### config.mk
export PLATFORM = sky130hd
export DESIGN_NAME = aoc_top
export DESIGN_NICKNAME = d
export VERILOG_FILES = /design/src/inc/aoc_pkg.sv /design/src/rtl/aoc_top.sv /design/src/rtl/aoc_buf.sv
export VERILOG_INCLUDE_DIRS = /design/src /design/src/inc
export SDC_FILE = /design/constraint.sdc
export NUM_CORES = 1
export LEC_CHECK = 0
export ABC_CLOCK_PERIOD_IN_PS = 2500
export CAP_MARGIN = 0
export CELL_PAD_IN_SITES_DETAIL_PLACEMENT = 0
export CELL_PAD_IN_SITES_GLOBAL_PLACEMENT = 1
export CORE_MARGIN = 5
export CORE_UTILIZATION = 50
export CTS_BUF_LIST = sky130_fd_sc_hd__clkbuf_4 sky130_fd_sc_hd__clkbuf_8
export DETAILED_ROUTE_END_ITERATION = 10
export DONT_BUFFER_PORTS = 1
export PLACE_DENSITY_LB_ADDON = 0.05
export SKIP_LAST_GASP = 1
export SYNTH_ARGS = -nofsm -noshare
export SYNTH_HDL_FRONTEND = slang
export SYNTH_HIERARCHICAL = 1
export SYNTH_SLANG_ARGS = --single-unit
### constraint.sdc
create_clock -name clk_sys -period 2.5 [get_ports clk_sys]
set_input_delay 0.25 -clock clk_sys [delete_from_list [all_inputs] [get_ports clk_sys]]
set_output_delay 0.25 -clock clk_sys [all_outputs]
set_load 0.05 [all_outputs]
### src/inc/aoc_regs.svh
`ifndef AOC_REGS_SVH
`define AOC_REGS_SVH

// Word widths
`define AOC_DATA_W     12
`define AOC_RAW_W      13
`define AOC_MSB        11
// Half-cycle pipeline depth, 4.5 convert cycles as edges
`define AOC_LAT_EDGES  9
// Period counter width and one
`define AOC_CNT_W      8
`define AOC_CNT_ZERO   8'h00
`define AOC_CNT_ONE    8'h01
// Pin vector layout
`define AOC_PIN_N      6
`define AOC_PIN_CLK    0
`define AOC_PIN_OE_B   1
`define AOC_PIN_FMT    2
`define AOC_PIN_DCS    3
`define AOC_PIN_FPD    4
`define AOC_PIN_PPD    5
`define AOC_PIN_RST    6'h00
// Full-scale limits of the signed quantiser code
`define AOC_CODE_MAX   13'h07ff
`define AOC_CODE_MIN   13'h1800
`define AOC_WORD_ZERO  12'h000

`endif

### src/inc/aoc_pkg.sv
`default_nettype none
package aoc_pkg;
    // One output sample word
    typedef logic [11:0] aoc_word_t;
    // Power state of the converter
    typedef enum logic [1:0] {
        AOC_PWR_RUN   = 2'b00,
        AOC_PWR_QUASI = 2'b01,
        AOC_PWR_STD   = 2'b10
    } aoc_pwr_t;
endpackage : aoc_pkg
`default_nettype wire

### src/rtl/aoc_top.sv
`timescale 1ns/1ns
`default_nettype none
`include "aoc_regs.svh"
// Overview of operation
// - High format select gives two's complement
// - Output enable low drives except in full power-down, high floats
// - Stabiliser select high re-times clock falling edge
// - Full power-down stops and clears the pipeline and the output buffer
// - Partial power-down stops taking new samples
// - Twelve-bit word, MSB on top bit
// - Result appears four and half cycles later
module aoc_top
    import aoc_pkg::*;
(
    input  wire logic                    clk_sys,
    input  wire logic                    rst_b,
    input  wire logic                    convert_clock,
    input  wire logic                    output_enable_b,
    input  wire logic                    code_format_select,
    input  wire logic                    duty_cycle_stabiliser,
    input  wire logic                    full_power_down,
    input  wire logic                    partial_power_down,
    input  wire logic [`AOC_RAW_W-1:0]   quant_code,
    output logic      [`AOC_DATA_W-1:0]  sample_bits,
    output logic                         over_range_flag,
    output logic                         data_oe,
    output logic                         sample_valid,
    input  wire logic                    sample_ready,
    output logic                         overrun,
    output aoc_pwr_t                     power_state,
    output logic                         stabiliser_active
);
    ////////////////////////////////////////////////////////////////////////
    // Pin synchronisers
    logic [`AOC_PIN_N-1:0] pin_s1;     // First stage, read by second only
    logic [`AOC_PIN_N-1:0] pin_s2;     // Second stage
    logic [`AOC_PIN_N-1:0] pin_s3;     // Third stage
    logic [`AOC_PIN_N-1:0] pin;        // Level once second and third agree
    logic [`AOC_PIN_N-1:0] next_pin;   // Filtered next value
    wire  [`AOC_PIN_N-1:0] pin_raw = {partial_power_down, full_power_down,
                                      duty_cycle_stabiliser, code_format_select,
                                      output_enable_b, convert_clock};

    assign next_pin = (pin_s2 & pin_s3) | (pin & (pin_s2 | pin_s3));

    // Four flip-flops per pin
    always_ff @(posedge clk_sys or negedge rst_b) begin
        if (!rst_b) begin
            pin_s1 <= `AOC_PIN_RST;
            pin_s2 <= `AOC_PIN_RST;
            pin_s3 <= `AOC_PIN_RST;
            pin    <= `AOC_PIN_RST;
        end else begin
            pin_s1 <= pin_raw;
            pin_s2 <= pin_s1;
            pin_s3 <= pin_s2;
            pin    <= next_pin;
        end
    end

    ////////////////////////////////////////////////////////////////////////
    // Static controls
    wire conv_lvl = pin[`AOC_PIN_CLK];   // Filtered convert clock
    wire oe_b     = pin[`AOC_PIN_OE_B];  // Tri-state request
    wire fmt_sel  = pin[`AOC_PIN_FMT];   // Two's complement select
    wire dcs_sel  = pin[`AOC_PIN_DCS];   // Stabiliser select
    wire std_pd   = pin[`AOC_PIN_FPD];   // Full power-down
    wire quasi_pd = pin[`AOC_PIN_PPD];   // Partial power-down

    // Power state, full power-down first
    // full beats partial
    assign power_state = std_pd ? AOC_PWR_STD : (quasi_pd ? AOC_PWR_QUASI : AOC_PWR_RUN);

    // Output drivers
    // low enable drives pins unless in full power-down
    assign data_oe = !oe_b && (power_state != AOC_PWR_STD);

    ////////////////////////////////////////////////////////////////////////
    // Convert clock edges and stabiliser
    logic                  conv_prev;  // Convert level last cycle
    logic [`AOC_CNT_W-1:0] since_rise; // Cycles since last rising edge
    logic [`AOC_CNT_W-1:0] period;     // Last measured period
    wire                   rise      = conv_lvl & ~conv_prev;
    wire                   real_fall = ~conv_lvl & conv_prev;
    wire [`AOC_CNT_W-1:0]  next_since = since_rise + `AOC_CNT_ONE;
    wire                   half_hit  = (period != `AOC_CNT_ZERO) &&
                                       (next_since == {1'b0, period[`AOC_CNT_W-1:1]});
    wire                   fall_ev   = dcs_sel ? (half_hit & ~rise) : real_fall;
    wire                   edge_ev   = rise | fall_ev;

    assign stabiliser_active = dcs_sel && (period != `AOC_CNT_ZERO);

    // Period measurement between rising edges
    always_ff @(posedge clk_sys or negedge rst_b) begin
        if (!rst_b) begin
            conv_prev  <= 1'b0;
            since_rise <= `AOC_CNT_ZERO;
            period     <= `AOC_CNT_ZERO;
        end else begin
            conv_prev <= conv_lvl;
            if (rise) begin
                since_rise <= `AOC_CNT_ZERO;
                period     <= next_since;
            end else if (next_since != `AOC_CNT_ZERO) begin
                since_rise <= next_since;
            end
        end
    end

    ////////////////////////////////////////////////////////////////////////
    // Quantiser code handling
    // Code beyond full scale
    function automatic logic aoc_over(input logic [`AOC_RAW_W-1:0] c);
        aoc_over = ($signed(c) > $signed(`AOC_CODE_MAX)) || ($signed(c) < $signed(`AOC_CODE_MIN));
    endfunction : aoc_over

    // Clip to full scale, return offset binary
    function automatic aoc_word_t aoc_clip(input logic [`AOC_RAW_W-1:0] c);
        logic [`AOC_RAW_W-1:0] k;
        k = c;
        if ($signed(c) > $signed(`AOC_CODE_MAX)) begin
            k = `AOC_CODE_MAX;
        end else if ($signed(c) < $signed(`AOC_CODE_MIN)) begin
            k = `AOC_CODE_MIN;
        end
        aoc_clip = {~k[`AOC_MSB], k[`AOC_MSB-1:0]};
    endfunction : aoc_clip

    ////////////////////////////////////////////////////////////////////////
    // Half-cycle pipeline
    aoc_word_t pipe_data [0:`AOC_LAT_EDGES-1]; // Offset binary words
    logic [`AOC_LAT_EDGES-1:0] pipe_over;      // Over-range per stage
    logic [`AOC_LAT_EDGES-1:0] pipe_vld;       // Occupied stages
    logic                      buf_in_ready;   // Buffer has room
    wire  take  = rise && (power_state == AOC_PWR_RUN);
    wire  tail  = pipe_vld[`AOC_LAT_EDGES-1];
    wire  stall = edge_ev && tail && !buf_in_ready;
    wire  adv   = edge_ev && !stall;
    wire  buf_in_valid = edge_ev && tail;
    wire  [`AOC_DATA_W:0] buf_in_data = {pipe_over[`AOC_LAT_EDGES-1],
        pipe_data[`AOC_LAT_EDGES-1][`AOC_MSB] ^ fmt_sel,
        pipe_data[`AOC_LAT_EDGES-1][`AOC_MSB-1:0]};

    // Stage shift, one stage per convert edge
    // nine edges to the output
    always_ff @(posedge clk_sys or negedge rst_b) begin
        if (!rst_b) begin
            pipe_vld <= '0;
            pipe_over <= '0;
            for (int i = 0; i < `AOC_LAT_EDGES; i++) begin
                pipe_data[i] <= `AOC_WORD_ZERO;
            end
        end else if (power_state == AOC_PWR_STD) begin
            pipe_vld <= '0;
        end else if (adv) begin
            pipe_vld <= {pipe_vld[`AOC_LAT_EDGES-2:0], take};
            pipe_over <= {pipe_over[`AOC_LAT_EDGES-2:0], aoc_over(quant_code)};
            pipe_data[0] <= aoc_clip(quant_code);
            for (int i = 1; i < `AOC_LAT_EDGES; i++) begin
                pipe_data[i] <= pipe_data[i-1];
            end
        end
    end

    // Pulse when the receiver stalls the pipeline
    always_ff @(posedge clk_sys or negedge rst_b) begin
        if (!rst_b) begin
            overrun <= 1'b0;
        end else begin
            overrun <= stall;
        end
    end

    ////////////////////////////////////////////////////////////////////////
    // Output buffer
    logic [`AOC_DATA_W:0] buf_out;   // Head word and flag

    aoc_buf u_buf (
        .clk_sys   (clk_sys),
        .rst_b     (rst_b),
        .flush     (power_state == AOC_PWR_STD),
        .in_valid  (buf_in_valid),
        .in_ready  (buf_in_ready),
        .in_data   (buf_in_data),
        .out_valid (sample_valid),
        .out_ready (sample_ready),
        .out_data  (buf_out)
    );

    assign sample_bits     = buf_out[`AOC_DATA_W-1:0];
    assign over_range_flag = buf_out[`AOC_DATA_W];

    ////////////////////////////////////////////////////////////////////////
    // Checks
    fmt_msb_a: assert property (@(posedge clk_sys) disable iff (!rst_b)
        buf_in_valid |-> buf_in_data[`AOC_MSB] == (pipe_data[`AOC_LAT_EDGES-1][`AOC_MSB] ^ fmt_sel))
        else $error("format bit wrong");
    oe_float_a: assert property (@(posedge clk_sys) disable iff (!rst_b)
        $rose(oe_b) |-> !data_oe)
        else $error("drivers on while tri-stated");
    dcs_fall_a: assert property (@(posedge clk_sys) disable iff (!rst_b)
        dcs_sel && half_hit && !rise |-> edge_ev)
        else $error("stabiliser edge missed");
    std_clear_a: assert property (@(posedge clk_sys) disable iff (!rst_b)
        power_state == AOC_PWR_STD |=> (pipe_vld == '0) && !sample_valid)
        else $error("power-down left data");
    quasi_hold_a: assert property (@(posedge clk_sys) disable iff (!rst_b)
        power_state != AOC_PWR_RUN |-> !take)
        else $error("sample taken in power-down");
    word_low_a: assert property (@(posedge clk_sys) disable iff (!rst_b)
        buf_in_valid |-> buf_in_data[`AOC_MSB-1:0] == pipe_data[`AOC_LAT_EDGES-1][`AOC_MSB-1:0])
        else $error("low bits reordered");
    stage_step_a: assert property (@(posedge clk_sys) disable iff (!rst_b)
        adv && power_state != AOC_PWR_STD ##1 power_state != AOC_PWR_STD |-> pipe_vld[1] == $past(pipe_vld[0]))
        else $error("pipeline skipped a stage");
    over_flag_a: assert property (@(posedge clk_sys) disable iff (!rst_b)
        adv && take && aoc_over(quant_code) && power_state == AOC_PWR_RUN
        |=> pipe_over[0] && pipe_vld[0])
        else $error("over-range not flagged");
endmodule : aoc_top
`default_nettype wire

### src/rtl/aoc_buf.sv
`timescale 1ns/1ns
`default_nettype none
`include "aoc_regs.svh"
module aoc_buf
    import aoc_pkg::*;
(
    input  wire logic                   clk_sys,
    input  wire logic                   rst_b,
    input  wire logic                   flush,
    input  wire logic                   in_valid,
    output logic                        in_ready,
    input  wire logic [`AOC_DATA_W:0]   in_data,
    output logic                        out_valid,
    input  wire logic                   out_ready,
    output logic      [`AOC_DATA_W:0]   out_data
);
    ////////////////////////////////////////////////////////////////////////
    logic [`AOC_DATA_W:0] mem [0:1];   // Two entries, word plus over-range
    logic                 wr_ptr;      // Next entry to fill
    logic                 rd_ptr;      // Entry at the head
    logic [1:0]           count;       // Entries held
    wire                  push = in_valid & in_ready;
    wire                  pop  = out_valid & out_ready;

    // Honest full and empty
    assign in_ready  = (count != 2'h2);
    assign out_valid = (count != 2'h0);
    assign out_data  = mem[rd_ptr];

    ////////////////////////////////////////////////////////////////////////
    // Pointers and occupancy
    always_ff @(posedge clk_sys or negedge rst_b) begin
        if (!rst_b) begin
            wr_ptr <= 1'b0;
            rd_ptr <= 1'b0;
            count  <= 2'h0;
        end else if (flush) begin
            wr_ptr <= 1'b0;
            rd_ptr <= 1'b0;
            count  <= 2'h0;
        end else begin
            wr_ptr <= wr_ptr ^ push;
            rd_ptr <= rd_ptr ^ pop;
            count  <= count + {1'b0, push} - {1'b0, pop};
        end
    end

    // Storage, written at the tail
    always_ff @(posedge clk_sys or negedge rst_b) begin
        if (!rst_b) begin
            mem[0] <= {1'b0, `AOC_WORD_ZERO};
            mem[1] <= {1'b0, `AOC_WORD_ZERO};
        end else if (push) begin
            mem[wr_ptr] <= in_data;
        end
    end
endmodule : aoc_buf
`default_nettype wire

==> Yosys cells after proc, flatten, opt, wreduce, memory -nomap -nowiden <==
Index checks and enable logic that the tools add are counted.
{ "totals": {"register_bits": 198, "output_inout_bits": 19, "elab_cells": 95, "input_bits": 22} }
{ "op_classes": {"n_eq_ne": 4, "n_addsub": 3, "reduce_logical": 19, "bitwise_logic": 20, "muxes": 20, "n_lt_le_gt_ge": 5} }
{ "ops": {"columns": ["op", "n"], "rows": [
  ["$mux W13", 4],
  ["$mux W12", 4],
  ["$bwmux W26", 1],
  ["$mux W9", 2],
  ["$mux W8", 2],
  ["$reduce_bool A8 Y1", 2],
  ["$demux W13 S1", 1],
  ["$gt A13 B12 Y1 const B", 1],
  ["$lt A13 B12 Y1 const B", 1],
  ["$and A6 B6 Y6", 2],
  ["$or A6 B6 Y6", 2],
  ["$add A8 B1 Y8 const B", 1],
  ["$eq A8 B7 Y1", 1],
  ["$logic_and A1 B1 Y1", 8],
  ["$reduce_bool A2 Y1", 3],
  ["$and A1 B1 Y1", 5],
  ["$not A1 Y1", 5],
  ["$ge A2 B2 Y1 const B", 2],
  ["$mux W1", 4],
  ["$mux W2", 2],
  ["$ne A2 B2 Y1 const B", 2],
  ["$not A1 Y2", 2],
  ["$logic_not A1 Y1", 3],
  ["$xor A1 B1 Y1", 3],
  ["8 further kinds", 8]
]} }

==> Depth between registers and ports, before layout <==
Gate-level depths: netlist of the first run.
{ "logic_depth": {"ltp_word": 13, "depth_mapped": 13, "mapped_depth_nobuf": 12} }

==> By module <==
The synthesis of the first run kept the hierarchy.
{ "modules_own_cells": {"columns": ["module", "n_inst", "cells_per_inst", "area_per_inst_um2"], "rows": [
  ["aoc_top", 1, 461, 6671.4],
  ["aoc_buf", 1, 91, 1416.4]
]} }

==> Worst setup path before layout of the first run <==
Ideal clock, no wire load.
{ "synth_path": {"path_type": "register to register", "startpoint": "register period[4]", "endpoint": "register u_buf/mem[15] (netlist bit)", "n_path_buf": 1, "period_less_slack_ns": 3.282, "required_time_ns": 2.372, "stages_incl_launch_ff": 10, "slack_ns": -0.782, "t_arrival_ns": 3.155, "cell_sequence": "dfrtp_1 > nor4_1 > a21boi_0 > nand4_1 > nand4b_4 > a21boi_0 > and2_1 > ha_1 > buf_4 > mux2_1"} }
{ "synth_between": {"elab_chain_len": 7, "elab_cells_between_ends": 8, "classes_between": "eq/ne: 1; mux: 1; bitwise: 3; reduce/logical: 3"} }
{ "synth_rtl": {"columns": ["item", "line", "rtl"], "rows": [
  ["start, declared", "aoc_top.sv:82", "logic [`AOC_CNT_W-1:0] period;"],
  ["start signal, assigned", "aoc_top.sv:98", "period <= `AOC_CNT_ZERO;"],
  ["start signal, assigned", "aoc_top.sv:103", "period <= next_since;"],
  ["$eq A8 B7 Y1 or $reduce_bool A8 Y1 (tied branches)", null, null],
  ["$logic_and A1 B1 Y1 *", "aoc_top.sv:86", "wire half_hit = (period != `AOC_CNT_ZERO) &&"],
  ["$and A1 B1 Y1 *", "aoc_top.sv:88", "wire fall_ev = dcs_sel ? (half_hit & ~rise) : real_fall;"],
  ["$mux W1 *", "aoc_top.sv:88", null],
  ["$or A1 B1 Y1 *", "aoc_top.sv:89", "wire edge_ev = rise | fall_ev;"],
  ["$logic_and A1 B1 Y1 *", "aoc_top.sv:139", "wire buf_in_valid = edge_ev && tail;"],
  ["via buf_in_valid", "aoc_top.sv:139", null],
  ["$and A1 B1 Y1 *", "aoc_buf.sv:22", "wire push = in_valid & in_ready;"],
  ["end signal, assigned by index", "aoc_buf.sv:54", "mem[wr_ptr] <= in_data;"],
  ["end, declared", "aoc_buf.sv:18", "logic [`AOC_DATA_W:0] mem [0:1];"]
]} }
The timed path passes the listed nets; every way through them passes the cells marked *.
A chain may end at the register's enable or synchronous reset.

==> Worst setup path in the final report of the first run <==
{ "layout_path": {"startpoint": "register since_rise[0]", "endpoint": "register pipe_data (netlist bit buf_in_data[0])"} }
{ "layout_between": {"elab_chain_len": 11} }
{ "layout_rtl": {"columns": ["item", "line", "rtl"], "rows": [
  ["start, declared", "aoc_top.sv:81", "logic [`AOC_CNT_W-1:0] since_rise;"],
  ["start signal, assigned", "aoc_top.sv:97", "since_rise <= `AOC_CNT_ZERO;"],
  ["start signal, assigned", "aoc_top.sv:102", "since_rise <= `AOC_CNT_ZERO;"],
  ["start signal, assigned", "aoc_top.sv:105", "since_rise <= next_since;"],
  ["$add A8 B1 Y8 (no source line) *", null, null],
  ["$eq A8 B7 Y1 *", "aoc_top.sv:87", "(next_since == {1'b0, period[`AOC_CNT_W-1:1]});"],
  ["$logic_and A1 B1 Y1 *", "aoc_top.sv:86", null],
  ["$and A1 B1 Y1 *", "aoc_top.sv:88", null],
  ["$mux W1 *", "aoc_top.sv:88", null],
  ["$or A1 B1 Y1 *", "aoc_top.sv:89", null],
  ["$logic_and A1 B1 Y1 (2 in series)", "aoc_top.sv:137", "wire stall = edge_ev && tail && !buf_in_ready;"],
  ["$logic_not A1 Y1", "aoc_top.sv:138", "wire adv = edge_ev && !stall;"],
  ["$logic_and A1 B1 Y1 *", "aoc_top.sv:138", null],
  ["$reduce_and A2 Y1 (no source line) *", null, null],
  ["end signal, assigned by index", "aoc_top.sv:151", "pipe_data[i] <= `AOC_WORD_ZERO;"],
  ["end signal, assigned by index", "aoc_top.sv:160", "pipe_data[i] <= pipe_data[i-1];"],
  ["end, declared", "aoc_top.sv:131", "aoc_word_t pipe_data [0:`AOC_LAT_EDGES-1];"]
]} }
Mark *: on every way between the ends. The rest lies on a longest branch, timed or not.

==> summary.txt, run 1 <==
Status
  – Run status: complete, but fails checks
  – Failing checks: negative hold slack

Power and ir drop
  – Worst ir drop on vdd: 0.548 mV
  – Overall Power: 0.00927 W
  – Switching power: 0.00255 W
  – Combinational Power Share: 24.4%
  – Power Dens Cells: 1020 nW/um^2
  – Internal power: 0.00672 W
  – Clk network pwr share: 22.6%
  – Leak: 4.06 nW
  – Sw Share: 27.5%
  – Reg power frac: 53.0%

Route
  – Via count: 4181
  – Final wirelength: 12700 um
  – DRT iter0 DRCs: 193
  – Wire per inst: 15.8 um
  – Post-route ant nets: 0
  – Via/cell ratio: 5.17
  – Pre-antenna DRT Iters: 4
  – DR DRC count: 0

STA
  – Post-layout min period: 2.47 ns
  – Slew @ Worst Pin: 0.768 ns
  – Slew Limit Fails: 0
  – Slew Limit Headroom: 48.8%
  – Hold slack: -0.507 ns
  – Setup Skew: 0.00785 ns
  – Unrepaired setup endpoints after global routing: true
  – Final setup viols: 0
  – Final hold vios: 198
  – Setup TNS Final: 0 ns
  – Final Cycle Share: 98.8%
  – Fmax: 405 MHz
  – Final critical-path setup slack: 0.0289 ns

Floorplan
  – Die Wd: 137 um
  – Core Region: 15900 sq um
  – I/O pin count: 41
  – Die area: 18800 sq um
  – Die extent in y: 137 um
  – Row count: 46
  – Initial Utilization: 50.9%

Setup path
  – Worst Path Required: 2.83 ns
  – Worst stage delay on the critical path: 0.42 ns
  – CP arrival: 2.80 ns
  – R2r startpoint: since_rise[0]
  – Crit Path Class: flip-flop to flip-flop
  – Critical Path End Type: flip-flop
  – Startpoint types: flip-flop
  – Slowest CP cell: dfrtp_1
  – CP Max Fanout: 16
  – Crit path cell chain: buf_4 -> nand3_2 -> a221oi_1 -> o22ai_1 -> nand4b_4 -> buf_4 -> a21oi_4 -> buf_12 -> buf_12 -> mux2_2
  – Worst Setup SP: since_rise[0]

Global route
  – Global-route wire length before repair: 22000 um
  – Global router's overall resource usage: 14.6%
  – Gr ovfl total: 0
  – Initial antenna violation count: 0
  – Met3 usage: 3.32%
  – Vias in the first global route: 4310
  – Busiest layer in global routing: met2
  – Largest net degree at the start of global routing: 199
  – Met2 usage: 22.1%
  – M1 GR Usage: 21.0%

Layout
  – Fin util: 57.1%
  – Layout cells sized above 1: 30.9%
  – Sequential cell area: 4950 sq um
  – Multi-input logic area: 2970 sq um
  – Syn-to-layout area delta: 12.2%
  – N_diodes: 0
  – Nets: 606
  – Fillcell total: 1325

Synth
  – Cells after synthesis: 552
  – Seq/Total Area, Yosys: 61.3%
  – Async set-reset flop share out of synthesis: 100%
  – Synth cell types: 49
  – Post-synthesis average cell area: 14.7 sq um
  – Ys Warns: 6
  – Synthesized area: 8090 sq um
  – Synthesized flop and latch total: 198
  – Synth Net Count: 579
  – Number of synthesized flops with an enable pin: 0
  – Top_reg_cell synth: dfrtp_1

Clock network
  – Skew-Pair Late Insertion Delay: 0.44 ns
  – Clock edge transition at the registers on the reported setup and hold paths: 0.09 ns
  – CTS buffer count: 17
  – Post-CTS Hold Fix Bufs: 7
  – Sink Count: 198
  – H-tree levels: 4
  – Clock Tree Root: clkbuf_8
  – CTS max path bufs: 2
  – CTS tree: built

Placement
  – Routability Congestion: 0.780
  – Pre-CTS WS: -0.0873 ns
  – IO Port Bufs: 0
  – DPL Wire Length: 8330 um

Run
  – Max cap viols: 0

Worst hold path
  – Worst hold path class: input pin to async pin
[worst max-delay path, delay by kind of cell, from the launching register on]
kind	cells	cell delay, ns
buf+inv	4	0.73
simple gates	2	0.31
compound gates	3	0.55
mux	1	0.34
flops	1	0.42
[Yosys cell counts (all sizes together), types with 2 or more instances]
cell type | instances | area, sq um
nand4 | 2 | 12.5
xnor3 | 3 | 67.6
a21boi | 3 | 22.5
inv | 5 | 18.8
mux2 | 156 | 1790
xor2 | 6 | 52.6
nor2 | 21 | 81.3
a31oi | 4 | 25.0
or2 | 2 | 12.5
buf | 23 | 194
nand2b | 11 | 68.8
mux2i | 9 | 90.1
maj3 | 6 | 60.1
a21oi | 5 | 36.3
nor2b | 7 | 51.3
dfrtp | 198 | 4950
clkbuf | 9 | 35.0
nand4b | 2 | 32.5
nor4 | 2 | 12.5
and3 | 2 | 12.5
ha | 5 | 62.6
nand3 | 2 | 15.0
nand2 | 27 | 101
xnor2 | 8 | 70.1
o21ai | 22 | 110
[routing by layer]
metal / up-vias / wire, um
li1: 1980 / -
met1: 2128 / 6160
met2: 57 / 5930
met3: 16 / 464
met4: 0 / 181
met5: - / 0
[metrics by stage]
step	std cells	cell area, sq um
finish	808	9070
floorplan	552	8130
global placement	761	8470
detailed placement	761	8470
CTS	801	8980
global route	808	9070
[final cells by class]
class | count | share of cell area (%)
tap | 216 | 2.98
timing repair buffer | 40 | 4.96
clock buffer | 19 | 2.88
inverter | 5 | 0.207
sequential | 198 | 54.6
clock inverter | 13 | 1.68
multi-input combinational | 317 | 32.7
[cells in the final DEF (no fill, tap or decap), types with 7 or more instances in the layout]
cell             n
o21ai_0         22
dfrtp_1        198
mux2_4          10
buf_12          10
nor2_1          19
buf_4           21
mux2_2          90
nand2b_1        11
xnor2_1          7
mux2_1          56
clkbuf_8        19
dlygate4sd3_1    7
mux2i_1          9
nand2_1         27
[path summary, 6_finish.rpt]
check | slack (ns) | cells past startpoint | endpoint
setup / recovery | 0.03 | 10 | buf_in_data[0]
hold / removal | -0.51 | 0 | pin_s2[5]
setup reg to reg | 0.03 | 10 | buf_in_data[0]
hold reg to reg | 0.35 | 0 | pin_s2[0]
max in group asynchronous | 2.54 | 0 | pipe_over[1]
min in group clk_sys | 0.06 | 3 | pipe_data[96]
[state kept, by name, summed over array words and instances (netlist names), 8 cells and up]
name,flops
pipe_vld,9
u_buf/mem,26
buf_in_data,11
since_rise,8
period,8
pipe_over,9
pipe_data,97
[power by group through the flow]
| stage | Clock [W] | Combinational (W) | Sequential [W] |
|---|---|---|---|
| after floorplan | 0 | 0.00187 | 0.00468 |
| after global placement | 0 | 0.00214 | 0.00495 |
| after detailed placement | 0 | 0.00222 | 0.00500 |
| after CTS | 0.00218 | 0.00227 | 0.00494 |
| after global routing | 0.00229 | 0.00249 | 0.00508 |
| final | 0.00209 | 0.00226 | 0.00492 |
[kinds of logic after synthesis]
group	synth area share [%]
AOI/OAI and AO/OA	3.33
buffers and inverters	3.06
DFF	61.3
adders and majority gates	1.52
and+or+nand+nor	5.18
xor gates and xnor gates	2.35
muxes	23.3
[what timing repair did]
action | in CTS | in global routing
buffers inserted | 1 | 7
gates resized for setup | 3 | 9
hold endpoints to repair | 205 | 198
endpoints found under the setup margin | 28 | 28
pin swaps | 4 | 1
No activity file was read; power rests on OpenSTA's default activity.
==> inputs of run 2 (changes only) <==
--- a/config.mk
+++ b/config.mk
@@ -16,6 +16,7 @@
 export DETAILED_ROUTE_END_ITERATION = 10
 export DONT_BUFFER_PORTS = 1
 export PLACE_DENSITY_LB_ADDON = 0.05
+export REMOVE_ABC_BUFFERS = 1
 export SKIP_LAST_GASP = 1
 export SYNTH_ARGS = -nofsm -noshare
 export SYNTH_HDL_FRONTEND = slang
==> summary.txt, run 2 (synthesis results as in run 1) <==
Power and ir drop
  – Power Dens Cells: 1040 nW/um^2 (+1.4%)
  – Leak: 4.44 nW (+9.3%)
  – Worst ir drop on vdd: 0.539 mV (-1.6%)

STA
  – Slew @ Worst Pin: 0.865 ns (+0.0963 ns)
  – Fmax: 393 MHz (-2.9%)
  – Post-layout min period: 2.55 ns (+0.0743 ns)
  – Slew Limit Fails: 0 (unchanged)
  – Setup Skew: 0.0106 ns (+0.00273 ns)
  – Unrepaired setup endpoints after global routing: true
  – Final setup viols: 91 (+91)
  – Final hold vios: 198 (unchanged)
  – Hold slack: -0.513 ns (-0.00661 ns)
  – Slew Limit Headroom: 42.4% (-6.4 points)
  – Final critical-path setup slack: -0.0454 ns (-0.0743 ns)
  – Final Cycle Share: 102% (+3.0 points)

Clock network
  – Clock edge transition at the registers on the reported setup and hold paths: 0.09 ns (about the same)
  – H-tree levels: 4 (unchanged)
  – CTS tree: built
  – CTS buffer count: 17 (unchanged)
  – CTS max path bufs: 2 (unchanged)
  – Skew-Pair Late Insertion Delay: 0.45 ns (about the same)
  – Post-CTS Hold Fix Bufs: 7 (unchanged)
  – Clock Tree Root: clkbuf_8
  – Sink Count: 198 (unchanged)

Global route
  – M1 GR Usage: 19.3% (-1.6 points)
  – Initial antenna violation count: 0 (unchanged)
  – Gr ovfl total: 0 (unchanged)
  – Met2 usage: 24.1% (+2.0 points)
  – Global-route wire length before repair: 22000 um (+0.31%)
  – Largest net degree at the start of global routing: 199 (unchanged)
  – Busiest layer in global routing: met2
  – Met3 usage: 4.20% (+0.88 points)
  – Vias in the first global route: 4457 (+3.4%)
  – Global router's overall resource usage: 14.8% (+0.21 points)

Floorplan
  – Initial Utilization: 50.9% (unchanged)
  – Die Wd: 137 um (unchanged)
  – Die area: 18800 sq um (unchanged)
  – Row count: 46 (unchanged)
  – I/O pin count: 41 (unchanged)
  – Core Region: 15900 sq um (unchanged)
  – Die extent in y: 137 um (unchanged)

Route
  – Via/cell ratio: 5.17 (-0.17%)
  – Final wirelength: 14100 um (+11%)
  – Post-route ant nets: 0 (unchanged)
  – Via count: 4236 (+1.3%)
  – Pre-antenna DRT Iters: 6 (+2)
  – DR DRC count: 0 (unchanged)
  – Wire per inst: 17.2 um (+9.3%)
  – DRT iter0 DRCs: 162 (-16%)

Setup path
  – Slowest CP cell: dfrtp_1
  – Crit path cell chain: ha_4 -> xor2_1 -> a211oi_1 -> nand4_1 -> nand4b_4 -> buf_6 -> a21oi_4 -> buf_12 -> buf_12 -> clkbuf_16 -> mux2_2
  – CP arrival: 2.89 ns (+0.09 ns)
  – Startpoint types: flip-flop
  – CP Max Fanout: 10 (-6)
  – Worst Path Required: 2.84 ns (about the same)
  – Crit Path Class: flip-flop to flip-flop
  – WP buf/inv: 4 (unchanged)
  – Worst stage delay on the critical path: 0.42 ns (about the same)
  – Worst path most repeated cell: buf_12
  – Critical Path End Type: flip-flop
  – Top Family by Delay on Critical Path: buffers and inverters

Status
  – Run status: complete, but fails checks
  – Failing checks: negative hold slack, negative setup slack

Layout
  – Layout cells sized above 1: 37.7% (+6.8 points)
  – N_diodes: 0 (unchanged)
  – Fillcell total: 1224 (-7.6%)
  – Final cell count without fillers: 820 (+1.5%)
  – Most frequent cells in the layout: dfrtp_1, mux2_4, mux2_2
  – Commonest non-fill, non-tap cell in the layout: dfrtp_1
  – Largest reg by FF count: pipe_data
  – Max FFs per register: 97 (unchanged)
  – Nets: 618 (+2.0%)
  – Syn-to-layout area delta: 20.4%

Placement
  – IO Port Bufs: 0 (unchanged)
  – Placed Instances: 764 (+0.39%)
  – DPL Wire Length: 7930 um (-4.8%)
  – Routability Congestion: 0.802 (+2.8%)

Run
  – Max cap viols: 0 (unchanged)

Worst hold path
  – Worst hold path class: input pin to async pin
## run 2: cell types whose count changed in the layout (fill, tap and decap cells not counted), sizes merged
cell	delta
buf	+2
inv	+1
bufinv	-1
clkinv	-3
clkbuf	+14
clkinvlp	-1
## run 2: cell type report
| type | count | area, sq um | share of cell area, % |
|---|---|---|---|
| clock buffer | 23 | 298 | 3.06 |
| clock inverter | 9 | 115 | 1.18 |
| inverter | 5 | 18.8 | 0.193 |
| multi-input combinational | 317 | 3310 | 34.0 |
| sequential | 198 | 4950 | 50.9 |
| tap | 216 | 270 | 2.78 |
| timing repair buffer | 52 | 766 | 7.87 |
## run 2: path summary, 6_finish.rpt
path,slack (ns),cells past startpoint,end,start
setup / recovery,-0.05,11,pipe_data[58],since_rise[1]
hold / removal,-0.51,0,pin[3],rst_b
setup reg to reg,-0.05,11,pipe_data[58],since_rise[1]
hold reg to reg,0.36,0,pin_s2[1],pin_s1[1]
max in group asynchronous,2.75,0,pipe_data[57],rst_b
min in group clk_sys,0.04,3,pipe_data[105],quant_code[11]
## run 2: where the power goes
part | switching, W | internal [W] | total [W]
Combinational | 0.000962 | 0.00207 | 0.00304
Clock | 0.00110 | 0.00102 | 0.00211
Sequential | 0.000668 | 0.00426 | 0.00493
Total | 0.00273 | 0.00735 | 0.0101
## run 2: through the flow
| stage | total power, W | util (%) | instance area, sq um | setup WS (ns) | TNS [ns] |
|---|---|---|---|---|---|
| 2_1_floorplan | 0.00644 | - | 7860 | -2.15 | -279.75 |
| 3_3_place_gp | 0.00693 | 53.1 | 8440 | -0.130 | -8.83 |
| 3_5_place_dp | 0.00707 | 53.1 | 8440 | -0.205 | -13.86 |
| 4_1_cts | 0.00932 | 56.8 | 9020 | -0.0455 | -2.57 |
| 5_1_grt | 0.0107 | 61.3 | 9730 | -0.136 | -15.34 |
| 6_report | 0.0101 | 61.3 | 9730 | -0.0454 | -1.67 |
## run 2: per-layer routing
| layer | vias to the layer above | part of all wire [%] |
|---|---|---|
| met4 | 0 | 1.2 |
| met5 | - | 0 |
| met1 | 2186 | 47 |
| li1 | 1989 | - |
| met3 | 14 | 3.6 |
| met2 | 47 | 48 |
## run 2: what timing repair did
item,in CTS,in global routing
buffers inserted,4,3
endpoints found under the setup margin,142,143
hold endpoints to repair,205,198
resized for setup,11,119
pin swaps,2,8
cloned,1,11
==> inputs of run 3 (changes only) <==
--- a/config.mk
+++ b/config.mk
@@ -7,14 +7,15 @@
 export NUM_CORES = 1
 export LEC_CHECK = 0
 export ABC_CLOCK_PERIOD_IN_PS = 2500
+export BUFFER_PORTS_ARGS = -buffer_cell sky130_fd_sc_hd__buf_2
 export CAP_MARGIN = 0
 export CELL_PAD_IN_SITES_DETAIL_PLACEMENT = 0
 export CELL_PAD_IN_SITES_GLOBAL_PLACEMENT = 1
 export CORE_MARGIN = 5
-export CORE_UTILIZATION = 50
-export CTS_BUF_LIST = sky130_fd_sc_hd__clkbuf_4 sky130_fd_sc_hd__clkbuf_8
+export CORE_UTILIZATION = 48
+export CTS_BUF_LIST = sky130_fd_sc_hd__clkbuf_8
 export DETAILED_ROUTE_END_ITERATION = 10
-export DONT_BUFFER_PORTS = 1
+export HOLD_SLACK_MARGIN = 0.15
 export PLACE_DENSITY_LB_ADDON = 0.05
 export REMOVE_ABC_BUFFERS = 1
 export SKIP_LAST_GASP = 1
==> summary.txt, run 3 (synthesis results as in run 1) <==
Floorplan
  – Die Wd: 140 um (+1.9%)
  – Die area: 19500 sq um (+3.9%)
  – Row count: 47 (+2.2%)
  – Core Region: 16600 sq um (+4.4%)
  – Die extent in y: 140 um (+1.9%)
  – I/O pin count: 41 (unchanged)
  – Initial Utilization: 48.8% (-2.1 points)

Placement
  – Routability Congestion: 0.842 (+4.9%)
  – DPL Wire Length: 8590 um (+8.4%)
  – Pre-CTS WS: -0.176 ns (+0.0293 ns)
  – Cell Area, Placed: 8670 sq um (+2.7%)
  – IO Port Bufs: 40 (+40)

Setup path
  – Worst path most repeated cell: buf_12
  – Crit Path Class: flip-flop to flip-flop
  – CP Max Fanout: 8 (-2)
  – Worst Path Required: 2.84 ns (about the same)
  – RR Endpoint: pipe_data[63]
  – Critical path destination: pipe_data[63]
  – Critical Path End Type: flip-flop
  – R2R depth: 11 (unchanged)
  – Startpoint types: flip-flop
  – CP arrival: 2.87 ns (-0.02 ns)
  – Worst stage delay on the critical path: 0.42 ns (about the same)
  – R2r startpoint: since_rise[0]
  – Reg2reg setup slack: -0.03 ns (+0.02 ns)
  – Worst Setup SP: since_rise[0]
  – Crit path cell chain: ha_4 -> xor2_1 -> a211oi_1 -> nand4_1 -> nand4b_4 -> buf_6 -> a21oi_4 -> buf_12 -> buf_12 -> buf_16 -> mux2_2
  – Slowest CP cell: dfrtp_1

Clock network
  – Clock edge transition at the registers on the reported setup and hold paths: 0.09 ns (about the same)
  – CTS max path bufs: 2 (unchanged)
  – H-tree levels: 4 (unchanged)
  – CTS buffer count: 17 (unchanged)
  – Sink Count: 198 (unchanged)
  – CTS tree: built
  – Clock Tree Root: clkbuf_8
  – Skew-Pair Late Insertion Delay: 0.45 ns (about the same)

Layout
  – Max FFs per register: 97 (unchanged)
  – Fin util: 57.2% (-4.0 points)
  – Most frequent cells in the layout: dfrtp_1, mux2_2, mux2_4
  – Fillcell total: 1363 (+11%)
  – Multi-input logic area: 3040 sq um (-8.2%)
  – N_diodes: 0 (unchanged)
  – Largest reg by FF count: pipe_data
  – Layout cells sized above 1: 36.3% (-1.4 points)
  – Fin area: 9490 sq um (-2.5%)
  – Sequential cell area: 4950 sq um (unchanged)
  – Syn-to-layout area delta: 17.4%
  – Commonest non-fill, non-tap cell in the layout: dfrtp_1
  – Nets: 657 (+6.3%)

STA
  – Unrepaired setup endpoints after global routing: true
  – Setup Skew: 0.0127 ns (+0.00210 ns)
  – Final critical-path setup slack: -0.0259 ns (+0.0195 ns)
  – Post-layout min period: 2.53 ns (-0.0195 ns)
  – Slew Limit Fails: 0 (unchanged)
  – Setup TNS Final: -0.253 ns (+1.42 ns)
  – Final Cycle Share: 101% (-0.78 points)
  – Final hold vios: 0 (-100%)
  – Slew @ Worst Pin: 0.863 ns (-0.00160 ns)
  – Fmax: 396 MHz (+0.77%)
  – Slew Limit Headroom: 42.5% (+0.11 points)
  – Final setup viols: 13 (-86%)

Global route
  – Vias in the first global route: 4455 (-0.045%)
  – Global router's overall resource usage: 14.4% (-0.40 points)
  – Largest net degree at the start of global routing: 73 (-63%)
  – Global-route wire length before repair: 22700 um (+3.1%)
  – Gr ovfl total: 0 (unchanged)
  – Initial antenna violation count: 0 (unchanged)

Route
  – Final wirelength: 13400 um (-5.1%)
  – Wire per inst: 15.6 um (-9.6%)
  – Post-route ant nets: 0 (unchanged)
  – Met3 wire length: 483 um (-4.0%)
  – DR DRC count: 0 (unchanged)
  – DRT iter0 DRCs: 153 (-5.6%)
  – Metal2 WL: 6420 um (-5.4%)
  – Pre-antenna DRT Iters: 4 (-2)
  – Via/cell ratio: 5.02 (-2.9%)
  – Highest metal used: met4
  – WL met1: 6390 um (-4.2%)
  – Via count: 4319 (+2.0%)

Status
  – Failing checks: negative setup slack
  – Run status: complete, but fails checks

Power and ir drop
  – Power Dens Cells: 970 nW/um^2 (-6.4%)
  – Worst ir drop on vdd: 0.599 mV (+11%)
  – Leak: 4.32 nW (-2.6%)

Run
  – Max cap viols: 0 (unchanged)

Worst hold path
  – Worst hold path class: input pin to flip-flop
## run 3: cell types whose count changed in the layout (fill, tap and decap cells not counted), moves of 2 or more
| cell | delta |
|---|---|
| buf_12 | -3 |
| buf_16 | +2 |
| dlygate4sd3_1 | +10 |
| clkbuf_8 | +2 |
| inv_6 | -2 |
| buf_2 | +39 |
| clkbuf_4 | -3 |
| mux2_2 | +52 |
| buf_6 | -3 |
| inv_1 | +2 |
| clkbuf_16 | -9 |
| mux2_1 | +20 |
| mux2_4 | -72 |
## run 3: worst min path at each step
stage                           to           from  depth (start not counted)
finish              pipe_data[101]  quant_code[5]                          4
global route        pipe_data[101]  quant_code[5]                          4
CTS                 pipe_data[101]  quant_code[5]                          4
detailed placement       period[0]          rst_b                          1
global placement         period[0]          rst_b                          1
floorplan           buf_in_data[0]          rst_b                          0
## run 3: final cells by class
cell class              count  area share (%)
well taps                 220            2.90
multi-input cells         317            32.0
clock buffers              21            3.04
flip-flops and latches    198            52.2
inverters                   5           0.198
clock inverters             9           0.844
repair buffers             91            8.78
## run 3: power by group
group,switching [W],internal (W),leakage (nW)
Sequential,0.000605,0.00426,2.47
Clock,0.00103,0.000877,0.192
Combinational,0.000927,0.00150,1.66
## run 3: timing repair
action / 4_1_cts / 5_1_grt
buffers inserted: 2 / 0
cloned: 1 / 1
pin swaps: 2 / 0
setup endpoints to repair: 144 / 144
hold buffers: 17 / 0
hold endpoints to repair: 84 / 0
gates resized for setup: 8 / 42
## run 3: stage by stage
stage	hold WS (ns)	power [W]	cells
after floorplan	-0.0456	0.00644	520
after global routing	0.139	0.00982	861
after global placement	0.292	0.00707	810
after CTS	0.150	0.00928	860
after detailed placement	0.306	0.00721	810
final	0.171	0.00921	861
## run 3: metal layers
layer,track usage [%],up-vias
met5,0,-
met4,4.44,0
met3,4.29,10
met2,22.3,56
met1,19.9,2184
li1,-,2069
## run 3: critical path, delay by kind of cell, from the launching register on
family                     cells  cell delay, ns
AOI/OAI and AO/OA              2            0.35
xor gates and xnor gates       1            0.16
adders and majority gates      1            0.26
buffers and inverters          4            0.58
DFF                            1            0.42
muxes                          1            0.33
and+or+nand+nor                2            0.33
